$ cat config.mk
export PLATFORM = sky130hd
export DESIGN_NAME = pmc_top
export DESIGN_NICKNAME = d
export VERILOG_FILES = /design/src/design/pmc_pkg.sv /design/src/design/pmc_ping_det.sv /design/src/design/pmc_top.sv
export SDC_FILE = /design/constraint.sdc
export NUM_CORES = 1
export LEC_CHECK = 0
export ABC_AREA = 0
export BUFFER_PORTS_ARGS = -buffer_cell sky130_fd_sc_hd__buf_2
export CORE_UTILIZATION = 50
export CTS_BUF_LIST = sky130_fd_sc_hd__clkbuf_8
export DETAILED_ROUTE_END_ITERATION = 16
export PLACE_DENSITY_LB_ADDON = 0.25
export SETUP_SLACK_MARGIN = 0.02
export SYNTH_ARGS = -nofsm -noshare
export SYNTH_HDL_FRONTEND = slang
export SYNTH_SLANG_ARGS = --single-unit
$ cat constraint.sdc
create_clock -name I_SYS_CLK -period 9.85 [get_ports I_SYS_CLK]
set_clock_uncertainty 0.05 [all_clocks]
set_input_delay 1.4775 -clock I_SYS_CLK [delete_from_list [all_inputs] [get_ports I_SYS_CLK]]
set_output_delay 1.4775 -clock I_SYS_CLK [all_outputs]
set_load 0.03 [all_outputs]
$ cat src/design/pmc_pkg.sv
// Purpose : shared constants and types of the power-mode controller
// Assumes : 32-bit register words at byte addresses, 250 MHz system clock
// Notes   : field positions index bits inside the register words
`default_nettype none
package pmc_pkg;
   // ------------------------------------------------------------
   // power modes
   // ------------------------------------------------------------
   typedef enum logic [2:0] {
      M_POR      = 3'b000,
      M_SHUTDOWN = 3'b001,
      M_SLEEP    = 3'b010,
      M_ACTIVE   = 3'b011,
      M_HWRST    = 3'b100
   } mode_t;

   // ------------------------------------------------------------
   // register map
   // ------------------------------------------------------------
   localparam logic [7:0]  OFS_CTRL      = 8'h00;
   localparam logic [7:0]  OFS_IDLE_CFG  = 8'h04;
   localparam logic [7:0]  OFS_PWR_CFG   = 8'h08;
   localparam logic [7:0]  OFS_STATUS    = 8'h0c;
   localparam logic [7:0]  OFS_FLAG_CLR  = 8'h10;
   localparam int          CTRL_SLEEP    = 0;
   localparam int          CTRL_SHDN     = 1;
   localparam int          IDLE_EN       = 0;
   localparam int          IDLE_SHDN     = 1;
   localparam int          IDLE_LIM_LSB  = 8;
   localparam int          PWR_DWELL_LSB = 0;
   localparam int          PWR_BAL_SHDN  = 3;
   localparam int          ST_DIGITAL_RESET_FLAG       = 4;
   localparam int          ST_SECLR      = 5;
   localparam logic [31:0] IDLE_CFG_RST  = 32'h0000_0000;
   localparam logic [3:0]  PWR_CFG_RST   = 4'h0;
   localparam logic [1:0]  RESP_OKAY     = 2'h0;
   localparam logic [1:0]  RESP_SLVERR   = 2'h2;

   // ------------------------------------------------------------
   // timing
   // ------------------------------------------------------------
   localparam int CLK_PERIOD_NS  = 4;
   localparam int HWRST_TIME_NS  = 2000;
   localparam int HWRST_CYCLES   = (HWRST_TIME_NS + CLK_PERIOD_NS - 1) / CLK_PERIOD_NS;
   localparam int SHDN_LOW_MIN   = 1000;
   localparam int SHDN_LOW_MAX   = 2000;
   localparam int LWAKE_LOW_MIN  = 3000;
   localparam int LWAKE_LOW_MAX  = 4000;
   localparam int WAKE_LOW_MIN   = 5000;
   localparam int WAKE_LOW_MAX   = 8000;
   localparam int HWRST_LOW_MIN  = 10000;
   localparam int HWRST_LOW_MAX  = 20000;
   localparam int SLEEP_UNIT_CYC = 250000;
endpackage : pmc_pkg
`default_nettype wire

$ cat src/design/pmc_ping_det.sv
// Purpose : classify pings on the receive line by the length of their low phase
// Assumes : i_rx already synchronised to i_clk
// Notes   : each output is a one-cycle pulse at the rising edge that ends the ping
`default_nettype none
module pmc_ping_det #(
   parameter int SHDN_MIN  = 1000,
   parameter int SHDN_MAX  = 2000,
   parameter int LWAKE_MIN = 3000,
   parameter int LWAKE_MAX = 4000,
   parameter int WAKE_MIN  = 5000,
   parameter int WAKE_MAX  = 8000,
   parameter int HWRST_MIN = 10000,
   parameter int HWRST_MAX = 20000
) (
   input  wire logic i_clk,
   input  wire logic i_rst_n,
   input  wire logic i_rx,
   output logic      o_wake,
   output logic      o_lwake,
   output logic      o_shdn,
   output logic      o_hwrst
);
   typedef struct packed {
      logic        rx_prev;
      logic [23:0] low_cnt;
      logic        wake;
      logic        lwake;
      logic        shdn;
      logic        hwrst;
   } det_t;

   det_t s;
   det_t n;

   function automatic logic in_win(input logic [23:0] c, input int lo, input int hi);
      return (c >= 24'(lo)) && (c <= 24'(hi));
   endfunction : in_win

   // ------------------------------------------------------------
   // low-phase timer and classification
   // ------------------------------------------------------------
   always_comb begin
      n         = s;
      n.rx_prev = i_rx;
      n.wake    = 1'b0;
      n.lwake   = 1'b0;
      n.shdn    = 1'b0;
      n.hwrst   = 1'b0;
      if (!i_rx) begin
         if (s.low_cnt != 24'hff_ffff) begin
            n.low_cnt = s.low_cnt + 24'h00_0001;
         end
      end else if (!s.rx_prev) begin
         // high-low-high completed: the low length names the ping
         n.shdn    = in_win(s.low_cnt, SHDN_MIN, SHDN_MAX);
         n.lwake   = in_win(s.low_cnt, LWAKE_MIN, LWAKE_MAX);
         n.wake    = in_win(s.low_cnt, WAKE_MIN, WAKE_MAX);
         n.hwrst   = in_win(s.low_cnt, HWRST_MIN, HWRST_MAX);
         n.low_cnt = 24'h00_0000;
      end
   end

   always_ff @(posedge i_clk or negedge i_rst_n) begin
      if (!i_rst_n) begin
         s         <= '0;
         s.rx_prev <= 1'b1;
      end else begin
         s <= n;
      end
   end

   assign o_wake  = s.wake;
   assign o_lwake = s.lwake;
   assign o_shdn  = s.shdn;
   assign o_hwrst = s.hwrst;
endmodule : pmc_ping_det
`default_nettype wire

$ cat src/design/pmc_top.sv
// Purpose : power-mode controller of a battery monitor with an AXI4-Lite register port
// Assumes : I_RX, I_OVERTEMP and I_VBAT_OK are asynchronous; other inputs share I_SYS_CLK
// Notes   : register access is refused with SLVERR outside ACTIVE
`default_nettype none
module pmc_top
   import pmc_pkg::*;
#(
   parameter int SHDN_MIN   = pmc_pkg::SHDN_LOW_MIN,
   parameter int SHDN_MAX   = pmc_pkg::SHDN_LOW_MAX,
   parameter int LWAKE_MIN  = pmc_pkg::LWAKE_LOW_MIN,
   parameter int LWAKE_MAX  = pmc_pkg::LWAKE_LOW_MAX,
   parameter int WAKE_MIN   = pmc_pkg::WAKE_LOW_MIN,
   parameter int WAKE_MAX   = pmc_pkg::WAKE_LOW_MAX,
   parameter int HWRST_MIN  = pmc_pkg::HWRST_LOW_MIN,
   parameter int HWRST_MAX  = pmc_pkg::HWRST_LOW_MAX,
   parameter int SLEEP_UNIT = pmc_pkg::SLEEP_UNIT_CYC
) (
   input  wire logic           I_SYS_CLK,
   input  wire logic           I_RESETN,
   input  wire logic           I_RX,
   input  wire logic           I_OVERTEMP,
   input  wire logic           I_VBAT_OK,
   input  wire logic           I_BAL_DONE,
   input  wire logic           I_LINK_ACTIVITY,
   input  wire logic           I_AWVALID,
   input  wire logic [7:0]     I_AWADDR,
   output logic                O_AWREADY,
   input  wire logic           I_WVALID,
   input  wire logic [31:0]    I_WDATA,
   input  wire logic [3:0]     I_WSTRB,
   output logic                O_WREADY,
   output logic                O_BVALID,
   output logic [1:0]          O_BRESP,
   input  wire logic           I_BREADY,
   input  wire logic           I_ARVALID,
   input  wire logic [7:0]     I_ARADDR,
   output logic                O_ARREADY,
   output logic                O_RVALID,
   output logic [31:0]         O_RDATA,
   output logic [1:0]          O_RRESP,
   input  wire logic           I_RREADY,
   output pmc_pkg::mode_t      O_MODE,
   output logic                O_SUPPLIES_ON,
   output logic                O_ACTIVE_FUNC_EN,
   output logic                O_SLEEP_FUNC_EN,
   output logic                O_FAULT_EN,
   output logic                O_SLEEP_TIMER_EN,
   output logic                O_BANDGAP_ONLY,
   output logic                O_DIGITAL_RESET,
   output logic                O_SHADOW_RELOAD,
   output logic                O_SERIAL_RESET
);
   import pmc_pkg::*;

   localparam logic [15:0] HW_LAST = 16'(HWRST_CYCLES - 1);

   typedef struct packed {
      logic rx_m, rx_s, vt_m, vt_s, vb_m, vb_s;
      mode_t       mode;
      logic [15:0] hw_cnt;
      logic [23:0] idle_cnt;
      logic [23:0] dwell_cnt;
      logic [31:0] idle_cfg;
      logic [3:0]  pwr_cfg;
      logic        cmd_sleep, cmd_shdn;
      logic        f_digital_reset_flag, f_seclr;
      logic        aw_ok, w_ok;
      logic [7:0]  aw_addr;
      logic [31:0] w_data;
      logic [3:0]  w_strb;
      logic        awready, wready, bvalid, arready, rvalid;
      logic [1:0]  bresp, rresp;
      logic [31:0] rdata;
      logic        act_en, slp_en, sup_on, flt_en, tmr_en, bg_only;
      logic        dig_rst, ser_rst;
   } state_t;

   state_t      s;
   state_t      n;
   logic        rs1, rst_n;
   logic        p_wake, p_lwake, p_shdn, p_hwrst;
   logic        act, aw_hs, w_hs, ar_hs, activity, idle_exp, dwell_exp;
   logic [23:0] dwell_lim;
   logic [31:0] stat, wmerge, pmerge;

   function automatic logic mapped(input logic [7:0] a);
      return a inside {OFS_CTRL, OFS_IDLE_CFG, OFS_PWR_CFG, OFS_STATUS, OFS_FLAG_CLR};
   endfunction : mapped

   function automatic logic [31:0] merge(input logic [31:0] o, input logic [31:0] d,
                                         input logic [3:0] b);
      logic [31:0] r;
      r = o;
      for (int i = 0; i < 4; i++) begin
         if (b[i]) begin
            r[8*i +: 8] = d[8*i +: 8];
         end
      end
      return r;
   endfunction : merge

   // ------------------------------------------------------------
   // reset release
   // ------------------------------------------------------------
   always_ff @(posedge I_SYS_CLK or negedge I_RESETN) begin
      if (!I_RESETN) begin
         rs1   <= 1'b0;
         rst_n <= 1'b0;
      end else begin
         rs1   <= 1'b1;
         rst_n <= rs1;
      end
   end

   // ------------------------------------------------------------
   // ping detector
   // ------------------------------------------------------------
   pmc_ping_det #(
      .SHDN_MIN (SHDN_MIN),  .SHDN_MAX (SHDN_MAX),
      .LWAKE_MIN(LWAKE_MIN), .LWAKE_MAX(LWAKE_MAX),
      .WAKE_MIN (WAKE_MIN),  .WAKE_MAX (WAKE_MAX),
      .HWRST_MIN(HWRST_MIN), .HWRST_MAX(HWRST_MAX)
   ) u_ping (
      .i_clk  (I_SYS_CLK),
      .i_rst_n(rst_n),
      .i_rx   (s.rx_s),
      .o_wake (p_wake),
      .o_lwake(p_lwake),
      .o_shdn (p_shdn),
      .o_hwrst(p_hwrst)
   );

   // ------------------------------------------------------------
   // next-state logic
   // ------------------------------------------------------------
   always_comb begin
      n           = s;
      n.rx_m      = I_RX;
      n.rx_s      = s.rx_m;
      n.vt_m      = I_OVERTEMP;
      n.vt_s      = s.vt_m;
      n.vb_m      = I_VBAT_OK;
      n.vb_s      = s.vb_m;
      n.cmd_sleep = 1'b0;
      n.cmd_shdn  = 1'b0;
      n.dig_rst   = 1'b0;
      n.ser_rst   = 1'b0;
      act         = s.mode == M_ACTIVE;
      aw_hs       = I_AWVALID && s.awready;
      w_hs        = I_WVALID && s.wready;
      ar_hs       = I_ARVALID && s.arready;
      activity    = act && (I_LINK_ACTIVITY || aw_hs || ar_hs);
      stat        = 32'h0000_0000;
      stat[2:0]   = s.mode;
      stat[ST_DIGITAL_RESET_FLAG]  = s.f_digital_reset_flag;
      stat[ST_SECLR] = s.f_seclr;
      wmerge      = merge(s.idle_cfg, s.w_data, s.w_strb);
      pmerge      = merge({28'h000_0000, s.pwr_cfg}, s.w_data, s.w_strb);

      // write channel: address and data taken in either order
      if (aw_hs) begin
         n.aw_ok   = 1'b1;
         n.aw_addr = I_AWADDR;
      end
      if (w_hs) begin
         n.w_ok   = 1'b1;
         n.w_data = I_WDATA;
         n.w_strb = I_WSTRB;
      end
      if (s.bvalid && I_BREADY) begin
         n.bvalid = 1'b0;
      end
      if (s.aw_ok && s.w_ok && !s.bvalid) begin
         n.aw_ok  = 1'b0;
         n.w_ok   = 1'b0;
         n.bvalid = 1'b1;
         n.bresp  = (act && mapped(s.aw_addr)) ? RESP_OKAY : RESP_SLVERR;
         if (act) begin
            unique case (s.aw_addr)
               OFS_CTRL: begin
                  n.cmd_sleep = s.w_strb[0] && s.w_data[CTRL_SLEEP];
                  n.cmd_shdn  = s.w_strb[0] && s.w_data[CTRL_SHDN];
               end
               OFS_IDLE_CFG: n.idle_cfg = wmerge;
               OFS_PWR_CFG:  n.pwr_cfg  = pmerge[3:0];
               OFS_FLAG_CLR: begin
                  if (s.w_strb[0] && s.w_data[ST_DIGITAL_RESET_FLAG]) begin
                     n.f_digital_reset_flag = 1'b0;
                  end
                  if (s.w_strb[0] && s.w_data[ST_SECLR]) begin
                     n.f_seclr = 1'b0;
                  end
               end
               default: ;
            endcase
         end
      end

      // read channel
      if (s.rvalid && I_RREADY) begin
         n.rvalid = 1'b0;
      end
      if (ar_hs) begin
         n.rvalid = 1'b1;
         n.rresp  = (act && mapped(I_ARADDR)) ? RESP_OKAY : RESP_SLVERR;
         n.rdata  = 32'h0000_0000;
         if (act) begin
            unique case (I_ARADDR)
               OFS_IDLE_CFG: n.rdata = s.idle_cfg;
               OFS_PWR_CFG:  n.rdata = {28'h000_0000, s.pwr_cfg};
               OFS_STATUS:   n.rdata = stat;
               default: ;
            endcase
         end
      end

      // timers
      idle_exp  = act && s.idle_cfg[IDLE_EN] && (s.idle_cnt >= s.idle_cfg[31:IDLE_LIM_LSB]);
      dwell_lim = 24'(int'(s.pwr_cfg[PWR_DWELL_LSB +: 3]) * SLEEP_UNIT);
      dwell_exp = (s.mode == M_SLEEP) && (s.pwr_cfg[PWR_DWELL_LSB +: 3] != 3'h0)
                  && (s.dwell_cnt >= dwell_lim);
      if (!act || activity) begin
         n.idle_cnt = 24'h00_0000;
      end else if (!idle_exp) begin
         n.idle_cnt = s.idle_cnt + 24'h00_0001;
      end
      if (s.mode != M_SLEEP) begin
         n.dwell_cnt = 24'h00_0000;
      end else if (!dwell_exp) begin
         n.dwell_cnt = s.dwell_cnt + 24'h00_0001;
      end

      // power-mode sequencing
      unique case (s.mode)
         M_POR: begin
            if (s.vb_s) begin
               n.mode = M_SHUTDOWN;
            end
         end
         M_SHUTDOWN: begin
            if (p_wake) begin
               n.mode    = M_ACTIVE;
               n.dig_rst = 1'b1;
               n.ser_rst = 1'b1;
               n.f_digital_reset_flag  = 1'b1;
               n.f_seclr = 1'b1;
            end
         end
         M_HWRST: begin
            n.hw_cnt = s.hw_cnt + 16'h0001;
            if (s.hw_cnt == HW_LAST) begin
               n.mode = M_SHUTDOWN;
            end
         end
         M_SLEEP, M_ACTIVE: begin
            if (p_hwrst) begin
               n.mode   = M_HWRST;
               n.hw_cnt = 16'h0000;
            end else if (s.vt_s) begin
               n.mode = M_SHUTDOWN;
            end else if (p_shdn) begin
               n.mode = M_SHUTDOWN;
            end else if (p_wake) begin
               n.mode    = M_ACTIVE;
               n.dig_rst = 1'b1;
               n.f_digital_reset_flag  = 1'b1;
            end else if (p_lwake) begin
               n.mode    = M_ACTIVE;
               n.ser_rst = 1'b1;
               n.f_seclr = 1'b1;
            end else if (I_BAL_DONE && s.pwr_cfg[PWR_BAL_SHDN]) begin
               n.mode = M_SHUTDOWN;
            end else if (dwell_exp) begin
               n.mode = M_SHUTDOWN;
            end else if (act && s.cmd_shdn) begin
               n.mode = M_SHUTDOWN;
            end else if (act && s.cmd_sleep) begin
               n.mode = M_SLEEP;
            end else if (idle_exp) begin
               n.mode = s.idle_cfg[IDLE_SHDN] ? M_SHUTDOWN : M_SLEEP;
            end
         end
         default: n.mode = M_POR;
      endcase
      if (n.dig_rst) begin
         n.idle_cfg = IDLE_CFG_RST;
         n.pwr_cfg  = PWR_CFG_RST;
      end
      if (!s.vb_s) begin
         n.mode    = M_POR;
         n.dig_rst = 1'b0;
         n.ser_rst = 1'b0;
      end

      // handshake readiness and mode-gated enables
      n.awready = !n.aw_ok && !n.bvalid;
      n.wready  = !n.w_ok && !n.bvalid;
      n.arready = !n.rvalid;
      n.act_en  = n.mode == M_ACTIVE;
      n.slp_en  = n.mode inside {M_SLEEP, M_ACTIVE};
      n.sup_on  = n.mode inside {M_SLEEP, M_ACTIVE};
      n.flt_en  = n.mode inside {M_SLEEP, M_ACTIVE};
      n.tmr_en  = n.mode == M_SLEEP;
      n.bg_only = n.mode == M_HWRST;
   end

   always_ff @(posedge I_SYS_CLK or negedge rst_n) begin
      if (!rst_n) begin
         s          <= '0;
         // receive line idles high: no false ping edge after reset
         s.rx_m     <= 1'b1;
         s.rx_s     <= 1'b1;
         s.idle_cfg <= IDLE_CFG_RST;
         s.pwr_cfg  <= PWR_CFG_RST;
      end else begin
         s <= n;
      end
   end

   // ------------------------------------------------------------
   // outputs
   // ------------------------------------------------------------
   assign O_AWREADY        = s.awready;
   assign O_WREADY         = s.wready;
   assign O_BVALID         = s.bvalid;
   assign O_BRESP          = s.bresp;
   assign O_ARREADY        = s.arready;
   assign O_RVALID         = s.rvalid;
   assign O_RDATA          = s.rdata;
   assign O_RRESP          = s.rresp;
   assign O_MODE           = s.mode;
   assign O_SUPPLIES_ON    = s.sup_on;
   assign O_ACTIVE_FUNC_EN = s.act_en;
   assign O_SLEEP_FUNC_EN  = s.slp_en;
   assign O_FAULT_EN       = s.flt_en;
   assign O_SLEEP_TIMER_EN = s.tmr_en;
   assign O_BANDGAP_ONLY   = s.bg_only;
   assign O_DIGITAL_RESET  = s.dig_rst;
   assign O_SHADOW_RELOAD  = s.dig_rst;
   assign O_SERIAL_RESET   = s.ser_rst;

   // ------------------------------------------------------------
   // checks
   // ------------------------------------------------------------
   por_all_off_a: assert property (
      @(posedge I_SYS_CLK) disable iff (!rst_n)
      !s.vb_s |=> s.mode == M_POR ##0 !O_SUPPLIES_ON && !O_FAULT_EN && !O_BANDGAP_ONLY)
      else $error("low battery did not hold power-on-reset");
   shdn_stays_a: assert property (
      @(posedge I_SYS_CLK) disable iff (!rst_n)
      s.mode == M_SHUTDOWN && s.vb_s && !p_wake |=> s.mode == M_SHUTDOWN)
      else $error("shutdown left without a wake ping");
   wake_flags_a: assert property (
      @(posedge I_SYS_CLK) disable iff (!rst_n)
      s.mode == M_SHUTDOWN && s.vb_s && p_wake |=>
      s.mode == M_ACTIVE && s.f_digital_reset_flag && s.f_seclr && O_DIGITAL_RESET && O_SHADOW_RELOAD)
      else $error("wake from shutdown missed reset or flags");
   thermal_wins_a: assert property (
      @(posedge I_SYS_CLK) disable iff (!rst_n)
      s.mode inside {M_SLEEP, M_ACTIVE} && s.vt_s && s.vb_s && !p_hwrst |=> s.mode == M_SHUTDOWN)
      else $error("over-temperature did not force shutdown");
   hwrst_hold_a: assert property (
      @(posedge I_SYS_CLK) disable iff (!rst_n)
      s.mode == M_HWRST && s.vb_s |=> (s.mode == M_HWRST) == ($past(s.hw_cnt) != HW_LAST))
      else $error("hard-reset interval has the wrong length");
   hwrst_prio_a: assert property (
      @(posedge I_SYS_CLK) disable iff (!rst_n)
      s.mode inside {M_SLEEP, M_ACTIVE} && p_hwrst && s.vb_s |=> s.mode == M_HWRST && s.hw_cnt == 16'h0000
      ##1 O_BANDGAP_ONLY && !O_SUPPLIES_ON)
      else $error("hard-reset ping did not win");
   sleep_entry_a: assert property (
      @(posedge I_SYS_CLK) disable iff (!rst_n)
      $rose(s.mode == M_SLEEP) |-> $past(s.mode) == M_ACTIVE)
      else $error("sleep entered from a mode other than active");
   sleep_gating_a: assert property (
      @(posedge I_SYS_CLK) disable iff (!rst_n)
      s.mode == M_SLEEP |-> !O_ACTIVE_FUNC_EN && O_SLEEP_FUNC_EN && O_FAULT_EN && O_SLEEP_TIMER_EN)
      else $error("sleep enables are wrong");
   lwake_path_a: assert property (
      @(posedge I_SYS_CLK) disable iff (!rst_n)
      s.mode == M_SLEEP && s.vb_s && p_lwake && !p_hwrst && !s.vt_s && !p_shdn && !p_wake |=>
      s.mode == M_ACTIVE && O_SERIAL_RESET && !O_DIGITAL_RESET && s.f_seclr)
      else $error("light wake took the wrong path");
   cmd_shdn_a: assert property (
      @(posedge I_SYS_CLK) disable iff (!rst_n)
      s.mode == M_ACTIVE && s.cmd_shdn && s.vb_s && !p_hwrst && !p_lwake && !p_wake |=> s.mode == M_SHUTDOWN)
      else $error("shutdown request ignored");
endmodule : pmc_top
`default_nettype wire

==> impl_metrics.json <==
{
  "n_antenna_cell": 0,
  "clkLatencyLatePin_ns": 0.54,
  "cts_resized": 0,
  "die_h_um": 159,
  "cp_data_required_time_ns": 10.25,
  "fin_crit_sh_pct": 50.4,
  "vias_per_cell": 5.60,
  "areaGrowthSynthToFinish_pct": 11.2,
  "die_area_mm2": 0.0251,
  "drc": 0,
  "io_buffer_count": 114,
  "drt_pass1_iterations": 5,
  "cts.path.max_buffers": 3,
  "synth_cell_types": 75,
  "slew_headroom_pct": 26.0,
  "wl_per_cell_um": 16.3,
  "cts-root-buf": "clkbuf_8",
  "rsz0062_at_grt": "false",
  "fmax_ghz": 0.202,
  "num_vias": 9264,
  "pin_count": 117,
  "antenna_found_initial": 0,
  "synth_ff_type": "dfrtp_1",
  "power_leakage_uw": 0.00627,
  "drive_gt1_share_pct": 20.2,
  "grt_first_pass_wirelength_mm": 44.6,
  "ant_nets": 0,
  "holdBufCountCts": 0,
  "synth_area_leaders": "dfrtp_1 47%, ha_1 5.5%, mux2_2 4.1%",
  "netlist_instances": 1234,
  "clkSinkCount": 235,
  "synth_edf_count": 0,
  "cts_tree": "built",
  "synth-async-reset-ratio_pct": 100,
  "first_iter_violations": 672,
  "gp_congestion": 0.838,
  "final_common_cell": "dfrtp_1",
  "grt_usage_pct": 22.3,
  "instances_no_fill": 1653,
  "worstPathArrival_ns": 5.36,
  "outcome": "finished, final reports clean",
  "finalHoldViolCount": 0,
  "final_max_slew_viol_count": 0,
  "synth_warnings": 0,
  "final_cell_mix": "231 x dfrtp_1, 129 x nand2_1, 114 x buf_2",
  "die_x_um": 159,
  "peakVddDrop_mv": 0.182,
  "start_util_pct": 51.6,
  "syn_area_mm2": 0.0123,
  "clkTransAtPathRegs_ns": 0.06,
  "dp_hpwl_mm": 18.7,
  "fillers": 2090,
  "drv_cap": 0,
  "ys_ff_latch": 235,
  "cts_buffers": 41,
  "p_per_area_mw_per_mm2": 178,
  "worstMarginPinSlew_ns": 1.11,
  "grt_max_degree": 82,
  "synth_area_leader_cell": "dfrtp_1",
  "wl_mm": 27.0,
  "grt_pass1_vias": 8757,
  "syn_avg_cell_area_um2": 9.93,
  "synth_top_area_share_pct": 47.4,
  "dp.cells": 1578,
  "cp-start-kind": "register",
  "synth_seq_area_share_pct": 48.0,
  "cts_setup_buffers": 0,
  "period_minus_slack_ns": 4.96,
  "tns_ns": 0,
  "cts_htree_levels": 2,
  "fp.coreArea_mm2": 0.0238,
  "cp-end-kind": "register",
  "nets": 1423,
  "setup_viol": 0,
  "num_rows": 56,
  "hold_class": "register to async pin",
  "grt.overflow.total": 0,
  "crit_fanout": 20,
  "crit_type": "register to register"
}
==> metal layers <==
layer	vias up	GRT usage, %	wire [um]
met5	-	0	0
met4	0	6.64	595
met3	50	4.82	1540
met2	228	33.7	11800
met1	4496	32.2	13000
li1	4490	-	-
==> flip-flops by register name (all words and copies together) (netlist names) <==
register	count
O_BVALID	1
rst_n	1
O_BANDGAP_ONLY	1
O_ACTIVE_FUNC_EN	1
O_BRESP	1
O_RRESP	1
O_WREADY	1
O_MODE	3
s	153
O_RDATA	32
rs1	1
O_SERIAL_RESET	1
u_ping.o_wake	1
O_DIGITAL_RESET	1
n	3
u_ping.s	25
O_AWREADY	1
O_FAULT_EN	1
O_RVALID	1
O_ARREADY	1
O_SLEEP_TIMER_EN	1
u_ping.o_lwake	1
u_ping.o_hwrst	1
u_ping.o_shdn	1
==> metrics by stage <==
step	setup WS (ns)	cell area, um2	power, uW	hold WS (ns)	util, %
floorplan	2.77	12300	1360	0.281	-
global placement	5.22	12700	1440	0.0957	53.5
detailed placement	4.96	12700	1450	0.101	53.5
CTS	4.93	13600	2450	0.105	57.4
global route	4.57	13600	2530	0.113	57.4
finish	4.89	13600	2420	0.0929	57.4
==> critical path, stage by stage (launching register included) <==
cell and delay, ns:
dfrtp_1 0.44, inv_1 0.19, fa_1 0.57, inv_1 0.08
fa_1 0.47, a21oi_1 0.15, nor2_1 0.05, nor2_1 0.12
xor2_1 0.19, ha_1 0.27, a21oi_1 0.15, and2b_2 0.22
o21bai_1 0.35, nand4_1 0.64, or4_2 0.77, a21oi_1 0.15
==> synthesized netlist by cell type, types with 4 or more instances <==
| cell | instances |
|---|---|
| a2111oi_0 | 6 |
| a211oi_1 | 5 |
| a21o_1 | 8 |
| a21oi_1 | 83 |
| a22o_1 | 27 |
| a22oi_1 | 4 |
| a31o_2 | 8 |
| a31oi_1 | 7 |
| and2_1 | 15 |
| and3_1 | 16 |
| and4_1 | 5 |
| buf_2 | 11 |
| buf_4 | 44 |
| clkbuf_1 | 38 |
| dfrtp_1 | 232 |
| ha_1 | 54 |
| inv_1 | 64 |
| mux2_2 | 45 |
| mux2i_1 | 10 |
| nand2_1 | 129 |
| nand2b_1 | 7 |
| nand3_1 | 76 |
| nand3b_1 | 5 |
| nand4_1 | 23 |
| nor2_1 | 80 |
| nor2b_1 | 7 |
| nor3_1 | 17 |
| nor4_1 | 13 |
| o211ai_1 | 5 |
| o21a_1 | 5 |
| o21ai_0 | 55 |
| o311ai_0 | 4 |
| o31ai_1 | 14 |
| o41ai_1 | 4 |
| or3_1 | 7 |
| or4_1 | 10 |
| xnor2_1 | 17 |
| xor2_1 | 16 |
==> where the power goes <==
| group | leakage [uW] | switching [uW] | internal [uW] |
|---|---|---|---|
| registers | 0.00314 | 99.6 | 1080 |
| logic | 0.00261 | 126 | 126 |
| clock network | 0.000518 | 406 | 583 |
| total | 0.00627 | 631 | 1790 |
==> final timing paths <==
path                       startpoint     endpoint  slack, ns  cells after the start
setup / recovery                s[99]       s[147]       4.89                     15
hold / removal                  rst_n       n[204]       0.09                      0
setup reg to reg                s[99]       s[147]       4.89                     15
hold reg to reg                 rst_n       n[204]       0.09                      0
max in group asynchronous       rst_n  O_RDATA[19]       7.61                      2
min in group I_SYS_CLK            rs1        rst_n       0.30                      0
==> layout make-up <==
| cell class | instances | area, um2 | share of cell area, % |
|---|---|---|---|
| Inverter | 64 | 240 | 1.76 |
| Sequential cell | 235 | 5890 | 43.2 |
| Clock inverter | 23 | 208 | 1.52 |
| Multi-Input combinational cell | 836 | 5530 | 40.6 |
| Timing Repair Buffer | 124 | 646 | 4.74 |
| Tap cell | 319 | 399 | 2.93 |
| Clock buffer | 52 | 716 | 5.25 |
==> logic make-up after synthesis <==
logic type,count (synthesis),share of synthesized area [%]
compound gates,257,14.1
xor+xnor,33,2.36
fa+ha+maj,57,6.00
buf+inv,164,6.93
flops,235,48.0
mux,55,4.95
other cells,2,0.0613
simple gates,431,17.6
No activity file was read; power rests on OpenSTA's default activity.
